[config.mk]
export PLATFORM = sky130hd
export DESIGN_NAME = rpg_gate
export DESIGN_NICKNAME = d
export VERILOG_FILES = /design/src/rpg_pkg.sv /design/src/rpg_gate.sv /design/src/rpg_level_decode.sv
export SDC_FILE = /design/constraint.sdc
export NUM_CORES = 1
export LEC_CHECK = 0
export BUFFER_PORTS_ARGS = -buffer_cell sky130_fd_sc_hd__buf_2
export CAP_MARGIN = 20
export CORE_MARGIN = 2
export CORE_UTILIZATION = 37
export DETAILED_ROUTE_END_ITERATION = 6
export GPL_TIMING_DRIVEN = 1
export HOLD_SLACK_MARGIN = 0.08
export PLACE_DENSITY = 0.77
export SKIP_CTS_REPAIR_TIMING = 1
export SLEW_MARGIN = 20
export SYNTH_ARGS = -nofsm -noshare
export SYNTH_HDL_FRONTEND = slang
export SYNTH_HIERARCHICAL = 1
export SYNTH_SLANG_ARGS = --single-unit
export TNS_END_PERCENT = 100
[constraint.sdc]
create_clock -name core_clk -period 2.2 [get_ports core_clk]
set_input_delay 0.44 -clock core_clk [delete_from_list [all_inputs] [get_ports core_clk]]
set_output_delay 0.44 -clock core_clk [all_outputs]
set_load 0.01 [all_outputs]
[src/rpg_pkg.sv]
// Package for the read-protection gate: level patterns, level codes,
// command classes and reset values.
// Assumes a single core clock domain and no software-visible registers.
package rpg_pkg;

  // Protection patterns held in the dedicated flash word (plain defaults)
  localparam logic [31:0] RPG_PAT_PARTIAL = 32'h12345678;
  localparam logic [31:0] RPG_PAT_ERASE   = 32'h87654321;
  localparam logic [31:0] RPG_PAT_FULL    = 32'h43218765;

  typedef enum logic [1:0] {
    RPG_LVL_OPEN    = 2'h0,
    RPG_LVL_PARTIAL = 2'h1,
    RPG_LVL_ERASE   = 2'h2,
    RPG_LVL_FULL    = 2'h3
  } rpg_level_t;

  // Boot-programming command classes, as decoded upstream
  typedef enum logic [2:0] {
    RPG_CMD_INFO    = 3'h0,
    RPG_CMD_READ    = 3'h1,
    RPG_CMD_WRITE   = 3'h2,
    RPG_CMD_ERASE   = 3'h3,
    RPG_CMD_ERASEALL= 3'h4,
    RPG_CMD_GO      = 3'h5
  } rpg_cmd_t;

  // Gate states, Gray coded along reset -> load -> run
  typedef enum logic [1:0] {
    RPG_ST_RESET = 2'h0,
    RPG_ST_LOAD  = 2'h1,
    RPG_ST_RUN   = 2'h3
  } rpg_state_t;

  localparam rpg_level_t RPG_LEVEL_RST = RPG_LVL_FULL;
  localparam logic [7:0] RPG_SECTOR0   = 8'h00;

endpackage

[src/rpg_gate.sv]
// Read-protection gate for outside access to on-chip flash.
// Assumes the flash word is presented after reset with a valid strobe and
// that boot-programming commands arrive already classified.
`timescale 1ns/100ps
module rpg_gate
  import rpg_pkg::*;
(
  // Clock and reset
  input  wire logic                core_clk,
  input  wire logic                nrst,
  // Dedicated flash word
  input  wire logic [31:0]         prot_word,
  input  wire logic                prot_word_valid,
  // Boot-programming entry requests (pin at load, software request while running)
  input  wire logic                boot_override_pin,
  input  wire logic                sw_reinvoke_req,
  // JTAG access request
  input  wire logic                jtag_req,
  // Boot-programming command
  input  wire logic                bsp_cmd_valid,
  input  wire rpg_pkg::rpg_cmd_t   bsp_cmd,
  input  wire logic [7:0]          bsp_sector,
  // In-application programming command
  input  wire logic                iap_cmd_valid,
  // Results
  output logic                     level_ready,
  output rpg_pkg::rpg_level_t      level_out,
  output logic                     jtag_enable,
  output logic                     bsp_enter,
  output logic                     bsp_active,
  output logic                     bsp_cmd_accept,
  output logic                     bsp_cmd_reject,
  output logic                     iap_cmd_accept,
  output logic                     uart_route
);

  typedef struct packed {
    rpg_state_t st;
    rpg_level_t level;
    logic       jtag_en;
    logic       bsp_on;
    logic       erased;
    logic       acc;
    logic       rej;
    logic       iap_acc;
    logic       enter;
  } rpg_state_s_t;

  rpg_state_s_t s_reg;
  rpg_state_s_t s_next;
  rpg_level_t   dec_level;
  logic         cmd_ok;

  rpg_level_decode u_dec (
    .prot_word (prot_word),
    .level     (dec_level)
  );

  // Per-level filter of boot-programming commands.
  // The filter looks only at the stored level, never at the live flash
  // word, so a word that changes after load cannot widen access.
  // Open: every class passes.
  // Partial: info and go pass; write and sector erase pass away from
  // sector 0, so the boot vector area can never be replaced.
  // Erase-only: no partial update; a write is taken only once a
  // whole-device erase has been accepted in this session.
  // Full: the boot path exists only after software re-entry.
  always_comb
  begin
    cmd_ok = 1'b0;
    case (s_reg.level)
      RPG_LVL_OPEN:
      begin
        cmd_ok = 1'b1;
      end
      RPG_LVL_PARTIAL:
      begin
        case (bsp_cmd)
          RPG_CMD_INFO, RPG_CMD_GO:
            cmd_ok = 1'b1;
          RPG_CMD_WRITE, RPG_CMD_ERASE:
            cmd_ok = (bsp_sector != RPG_SECTOR0);
          default:
            cmd_ok = 1'b0;
        endcase
      end
      RPG_LVL_ERASE:
      begin
        case (bsp_cmd)
          RPG_CMD_INFO, RPG_CMD_ERASEALL:
            cmd_ok = 1'b1;
          // Programming only after a whole-device erase
          RPG_CMD_WRITE:
            cmd_ok = s_reg.erased;
          default:
            cmd_ok = 1'b0;
        endcase
      end
      // Full lock reaches here only after software re-entry
      RPG_LVL_FULL:
      begin
        cmd_ok = 1'b1;
      end
      default:
      begin
        cmd_ok = 1'b0;
      end
    endcase
  end

  // Sequencing: one idle cycle after reset, then the flash word is
  // awaited; the level is frozen on the first valid cycle and kept until
  // the next reset. Entry into boot programming is sticky for the same
  // reason: the loader owns the serial port until the part restarts.
  // Answers to commands and to application calls are one-cycle pulses.

  always_comb
  begin
    s_next         = s_reg;
    s_next.acc     = 1'b0;
    s_next.rej     = 1'b0;
    s_next.enter   = 1'b0;
    s_next.iap_acc = iap_cmd_valid;
    case (s_reg.st)
      RPG_ST_RESET:
      begin
        s_next.st = RPG_ST_LOAD;
      end
      RPG_ST_LOAD:
      begin
        if (prot_word_valid)
        begin
          s_next.st      = RPG_ST_RUN;
          s_next.level   = dec_level;
          s_next.jtag_en = (dec_level == RPG_LVL_OPEN);
          // Override pin counts only below full lock
          if (boot_override_pin && dec_level != RPG_LVL_FULL)
          begin
            s_next.bsp_on = 1'b1;
            s_next.enter  = 1'b1;
          end
        end
      end
      RPG_ST_RUN:
      begin
        if (sw_reinvoke_req && !s_reg.bsp_on)
        begin
          s_next.bsp_on = 1'b1;
          s_next.enter  = 1'b1;
        end
        if (bsp_cmd_valid)
        begin
          // No boot path without entry: full lock stays shut
          if (s_reg.bsp_on && cmd_ok)
          begin
            s_next.acc = 1'b1;
            if (bsp_cmd == RPG_CMD_ERASEALL)
              s_next.erased = 1'b1;
          end
          else
            s_next.rej = 1'b1;
        end
      end
      default:
      begin
        s_next.st = RPG_ST_RESET;
      end
    endcase
  end

  always_ff @(posedge core_clk or negedge nrst)
  begin
    if (!nrst)
    begin
      s_reg         <= '0;
      s_reg.st      <= RPG_ST_RESET;
      s_reg.level   <= RPG_LEVEL_RST;
    end
    else
      s_reg <= s_next;
  end

  assign level_ready    = (s_reg.st == RPG_ST_RUN);
  assign level_out      = s_reg.level;
  // Debug is held off until the level is known
  assign jtag_enable    = s_reg.jtag_en && jtag_req;
  assign bsp_enter      = s_reg.enter;
  assign bsp_active     = s_reg.bsp_on;
  assign bsp_cmd_accept = s_reg.acc;
  assign bsp_cmd_reject = s_reg.rej;
  assign iap_cmd_accept = s_reg.iap_acc;
  assign uart_route     = s_reg.bsp_on;

endmodule

[src/rpg_level_decode.sv]
// Level decoder: maps the dedicated flash word onto a protection level.
// Assumes the word is stable while its valid strobe is high.
`timescale 1ns/100ps
module rpg_level_decode
  import rpg_pkg::*;
(
  // Flash word
  input  wire logic [31:0]         prot_word,
  // Decoded level
  output rpg_pkg::rpg_level_t      level
);

  always_comb
  begin
    case (prot_word)
      RPG_PAT_PARTIAL: level = RPG_LVL_PARTIAL;
      RPG_PAT_ERASE:   level = RPG_LVL_ERASE;
      RPG_PAT_FULL:    level = RPG_LVL_FULL;
      default:         level = RPG_LVL_OPEN;
    endcase
  end

endmodule

==> flow_summary.ini, run 1 <==
[outcome]
status = complete, no violations

[critical_path]
cp.arrival_ps = 2190
required_ps = 2340
startpoint_type = primary input
reg2regPathDepth = 5
path_max_fanout = 2
end_kind = flip-flop
crit_type = in2reg

[cts]
numCtsBuffers = 3
ctsRootBufferMaster = clkbuf_4
htree_levels = 1
clockBufferDepth = 2
cts_sinks = 11
cts_tree = yes
path_clk_slew_ps = 60
clk_latency_ps = 260

[grt]
grt_max_degree = 12
grt_use_met3_pct = 6.17
grt_pass1_wl_um = 3090
busiest_layer = met2
grt_pass1_vias = 755
antenna_found_initial = 0
grt.overflow.total = 0
use_met2_pct = 30.8
grtUsageTotal_pct = 16.5
grt_use_met1_pct = 17.3

[logic_synthesis]
postSynthCellCount = 74
ys_warn_count = 6
async_reset_ff_share_pct = 100
mappedNetlistArea_um2 = 736
syn-num-nets = 127
ys_types = 37
ys_ff_latch = 11
yosysSeqAreaShare_pct = 37.8
synth_ff_type = dfrtp_1
synth_edf_count = 0
syn_avg_cell_area_um2 = 9.94

[placed_design]
io_buffers = 60
dpl.hpwl_um = 1580
place_congestion = 0.665
placed_cells = 160
place_area_mm2 = 0.00106

[flow_run]
max_cap_violations = 0

[worst_hold_path]
min_path_cells = 1
hold_class = in2reg

[power_and_ir_drop]
p_switching_w = 0.000110
p_per_area_mw_per_mm2 = 418
power.share.switching_pct = 24.0
power_leakage_nw = 0.507
vdd_drop_max_v = 0.000198
clockPowerShare_pct = 28.0
combPwrFrac_pct = 23.4
seqPwrFrac_pct = 48.6
internal-power_w = 0.000348

[route]
first_pass_iters = 3
ant_nets = 0
vias = 814
via_per_inst = 4.93
postRouteWirelength_um = 1770
drt_iter0_drc = 2
route.detailed.drc = 0
wl_per_cell_um = 10.8

[timing]
worst_slew_margin_rel_pct = 78.5
rsz0062_at_grt = false
fin_crit_sh_pct = 93.0
setup_violations = 0
fmax_ghz = 0.489
whs_ps = 289
worst_pin_slew_ps = 318
fin_skew_ps = 0.350
min_period_ps = 2050
drv_slew = 0
fin_setup_tns_ps = 0
hold_viol_final = 0

[cells_and_area]
regArea_um2 = 278
multiInputGateArea_um2 = 424
final_area_mm2 = 0.00110
fin_util_pct = 57.2
nFillCells = 191
finalNetCount = 192
layout.cells.non_filler = 165
diodes = 0
syn_to_final_growth_pct = 49.3
drive_above_1_share_pct = 56.5
largest_register_ffs = 4

[floorplanning]
dieArea_mm2 = 0.00236
fp.dieW_um = 48.6
die_h_um = 48.6
io_pins = 61
start_util_pct = 38.3
coreArea_mm2 = 0.00192
num_rows = 16
==> final timing paths <==
kind / from / endpoint / slack [ps]
max in group asynchronous: nrst / level_out[0] / 1370
max: prot_word[7] / bsp_active / 150
max reg2reg: level_out[0] / bsp_cmd_accept / 450
min reg2reg: s_reg[4] / s_reg[4] / 490
min: iap_cmd_valid / iap_cmd_accept / 290
min in group asynchronous: nrst / bsp_cmd_accept / 570
==> layer usage <==
metal	routed length (um)	vias up
li1	-	404
met1	641	353
met2	897	55
met3	231	2
met4	4	0
met5	0	-
==> cell usage in the layout, fill, tap and decap left out, drive strengths merged, types with 3 or more instances in the layout <==
cell type	n
nand3	5
nor4b	3
clkbuf	4
nor4	3
nand2	7
dfrtp	9
buf	62
nor4bb	4
a21oi	3
inv	3
==> area by class of cell <==
| type | count | share of cell area, % |
|---|---|---|
| Inverter | 3 | 1.03 |
| Sequential cell | 11 | 25.3 |
| Tap cell | 27 | 3.08 |
| Multi-Input combinational cell | 57 | 38.6 |
| Timing Repair Buffer | 63 | 29.6 |
| Clock buffer | 4 | 2.39 |
==> power by group through the flow <==
stage	clock network, W	logic (W)	registers (W)
final	0.000128	0.000107	0.000223
after global routing	0.000153	0.000119	0.000225
after CTS	0.000134	0.000107	0.000223
after detailed placement	0	0.000107	0.000227
after global placement	0	0.000104	0.000226
after floorplan	0	0.0000367	0.000230
==> cells in the mapped netlist, types with 2 or more instances <==
| cell type | n | share of area, % |
|---|---|---|
| nand3_1 | 5 | 3.4 |
| nand2b_1 | 2 | 1.7 |
| nor4b_1 | 2 | 2.4 |
| mux2_2 | 2 | 3.1 |
| nor4bb_1 | 4 | 5.4 |
| nor4_1 | 3 | 2.6 |
| nand4_1 | 2 | 1.7 |
| buf_4 | 3 | 3.1 |
| nor3_1 | 2 | 1.4 |
| dfrtp_1 | 9 | 31 |
| or2_2 | 2 | 1.7 |
| dfstp_2 | 2 | 7.1 |
| nand2_1 | 7 | 3.6 |
| inv_1 | 3 | 1.5 |
| ha_1 | 2 | 3.4 |
| a21oi_1 | 3 | 2.0 |
==> stage by stage <==
step                worst slack, ps  power [W]
floorplan                      38.9   0.000267
global placement              -85.5   0.000330
detailed placement             -129   0.000334
CTS                             148   0.000465
global route                   76.7   0.000496
finish                          154   0.000459
==> critical path, cell delays in order <==
cell	delay, ps
buf_2	90
or4_4	530
nor4b_2	220
nand4_1	130
o32ai_2	240
nand2_1	90
nand3_1	80
a21boi_0	90
or2_2	280
==> cell families after synthesis <==
family          after synthesis  synth area share [%]
simple gates                 43                  40.1
mux                           2                  3.06
xor+xnor                      1                  1.19
compound gates                9                  9.87
flops                        11                  37.8
buf+inv                       6                  4.59
fa+ha+maj                     2                  3.40
No activity file was read; power rests on OpenSTA's default activity.
==> run 2, diff against run 1 <==
- ABC_AREA: default -> 1
- BUFFER_PORTS_ARGS: -buffer_cell sky130_fd_sc_hd__buf_2 -> -buffer_cell sky130_fd_sc_hd__buf_4
- CORE_UTILIZATION: 37 -> 43
- PLACE_DENSITY: 0.77 -> 0.8
==> run 2 against run 1 <==
Routed wire length increased by 21%. Critical path depth shrank 6. Clock skew grew 2.0 ps. Via count increased by 40%. Sequential share of layout area decreased by 7.0 points. Largest power group unchanged. Global-route usage is 0.81 points higher. Synthesized cell count grew to 2.5 times the previous value. Critical path type is now reg2out. Combinational power grew 120%. Die area grew 18%. Non-clock buffer count fell by 2.
==> flow_summary.ini, run 2 <==
[critical_path]
crit_chain = nand2_1 > inv_2 > buf_4
critical_path.max_stage_delay_ps = 410
startpoint_type = flip-flop
cp_num_buf_inv = 2
cp.arrival_ps = 980
crit_slowest_cell = dfrtp_1
required_ps = 1760
path_max_fanout = 3
crit_family = flip-flops
crit_type = reg2out
end_kind = output pin

[timing]
worst_pin_slew_ps = 203
fmax_ghz = 0.706
min_period_ps = 1420
hold_viol_final = 0
whs_ps = 270
worst_slew_margin_rel_pct = 86.4
fin_setup_tns_ps = 0
rsz0062_at_grt = false
setup_violations = 0
drv_slew = 0
fin_crit_sh_pct = 64.4
fin_skew_ps = 2.33

[route]
wl_per_cell_um = 7.80
via_per_inst = 4.15
postRouteWirelength_um = 2150
ant_nets = 0
drt_iter0_drc = 18
route.detailed.drc = 0
vias = 1142
first_pass_iters = 4

[cells_and_area]
largest_register_ffs = 4
finalNetCount = 301
final_area_mm2 = 0.00152
nFillCells = 219
drive_above_1_share_pct = 31.6
multiInputGateArea_um2 = 543
final_common_cell = nand2_1
diodes = 0
fin_util_pct = 68.0
regArea_um2 = 278
layout.cells.non_filler = 275
final_cell_mix = nand2_1 (63), buf_4 (60), inv_1 (42)
syn_to_final_growth_pct = 49.0

[floorplanning]
die_h_um = 52.7
fp.dieW_um = 52.7
num_rows = 17
io_pins = 61
dieArea_mm2 = 0.00278
coreArea_mm2 = 0.00223
start_util_pct = 45.7

[power_and_ir_drop]
power_leakage_nw = 0.921
vdd_drop_max_v = 0.000335
p_per_area_mw_per_mm2 = 410

[logic_synthesis]
postSynthCellCount = 185
syn-num-nets = 238
synth_top_area_share_pct = 23.2
mappedNetlistArea_mm2 = 0.00102
yosys-top-cells-count = nand2_1 (63), inv_1 (42), nor2_1 (40)
ys_ff_latch = 11
async_reset_ff_share_pct = 100
yosysSeqAreaShare_pct = 27.2
synth_ff_type = dfrtp_1
synthTopCellsByArea = nand2_1 (23%), dfrtp_1 (22%), inv_1 (15%)
synth_edf_count = 0
synth_top_area_cell = nand2_1
ys_warn_count = 6
ys_types = 22
syn_avg_cell_area_um2 = 5.51
synth_most_common_cell = nand2_1

[cts]
cts_sinks = 11
clk_latency_ps = 270
htree_levels = 1
clockBufferDepth = 2
numCtsBuffers = 3
cts_tree = yes
path_clk_slew_ps = 70
ctsRootBufferMaster = clkbuf_4

[placed_design]
place_area_mm2 = 0.00148
dpl.hpwl_um = 1870
placed_cells = 270
place_congestion = 0.732
io_buffers = 60

[grt]
grt_max_degree = 12
antenna_found_initial = 0
grtUsageTotal_pct = 17.3
grt_pass1_wl_um = 3640
grt_pass1_vias = 1003
grt.overflow.total = 0

[outcome]
status = complete, no violations

[flow_run]
max_cap_violations = 0

[worst_hold_path]
hold_class = in2reg
==> run 2: cell count changes after synthesis, moves of 3 or more <==
cell,change
nand2_2,+3
nor4_1,-3
nand2_1,+56
nor2_2,+3
inv_1,+39
inv_2,+4
nand3_1,-4
nor4bb_1,-4
nor2_1,+39
==> run 2: logic make-up after synthesis <==
family,count (synthesis),share of synthesized area [%]
flops,11,27.2
fa+ha+maj,2,2.45
buf+inv,50,19.5
compound gates,8,5.89
simple gates,114,44.9
==> run 2: routing by layer <==
metal,global-route usage [%],vias up,share of wire [%]
li1,-,648,-
met1,21.1,455,45
met2,30.4,37,47
met3,4.29,2,6.8
met4,3.85,0,0.56
met5,0,-,0
==> run 2: path summary, 6_finish.rpt <==
path | startpoint | end | slack, ps | cells after the start
max | s_reg[10] | level_ready | 780 | 3
min | iap_cmd_valid | iap_cmd_accept | 270 | 1
max reg2reg | level_out[0] | s_reg[4] | 800 | 6
min reg2reg | s_reg[4] | s_reg[4] | 480 | 2
max in group asynchronous | nrst | level_out[1] | 1450 | 2
min in group asynchronous | nrst | bsp_active | 530 | 2
==> run 2: power breakdown <==
group          switching (W)  total, W  internal (W)
combinational       0.000108  0.000240      0.000132
sequential         0.0000130  0.000244      0.000231
clock              0.0000693  0.000140     0.0000703
==> run 2: area by class of cell <==
type	instances	area share, %
Clock buffer	4	1.73
Sequential cell	11	18.3
Tap cell	28	2.31
Timing Repair Buffer	61	30.3
Multi-Input combinational cell	124	35.7
Inverter	47	11.6
==> run 2: metrics by stage <==
step / total power, W / worst slack (ps)
detailed placement: 0.000488 / 560
finish: 0.000624 / 784
CTS: 0.000631 / 772
floorplan: 0.000369 / 802
global route: 0.000672 / 683
global placement: 0.000484 / 610
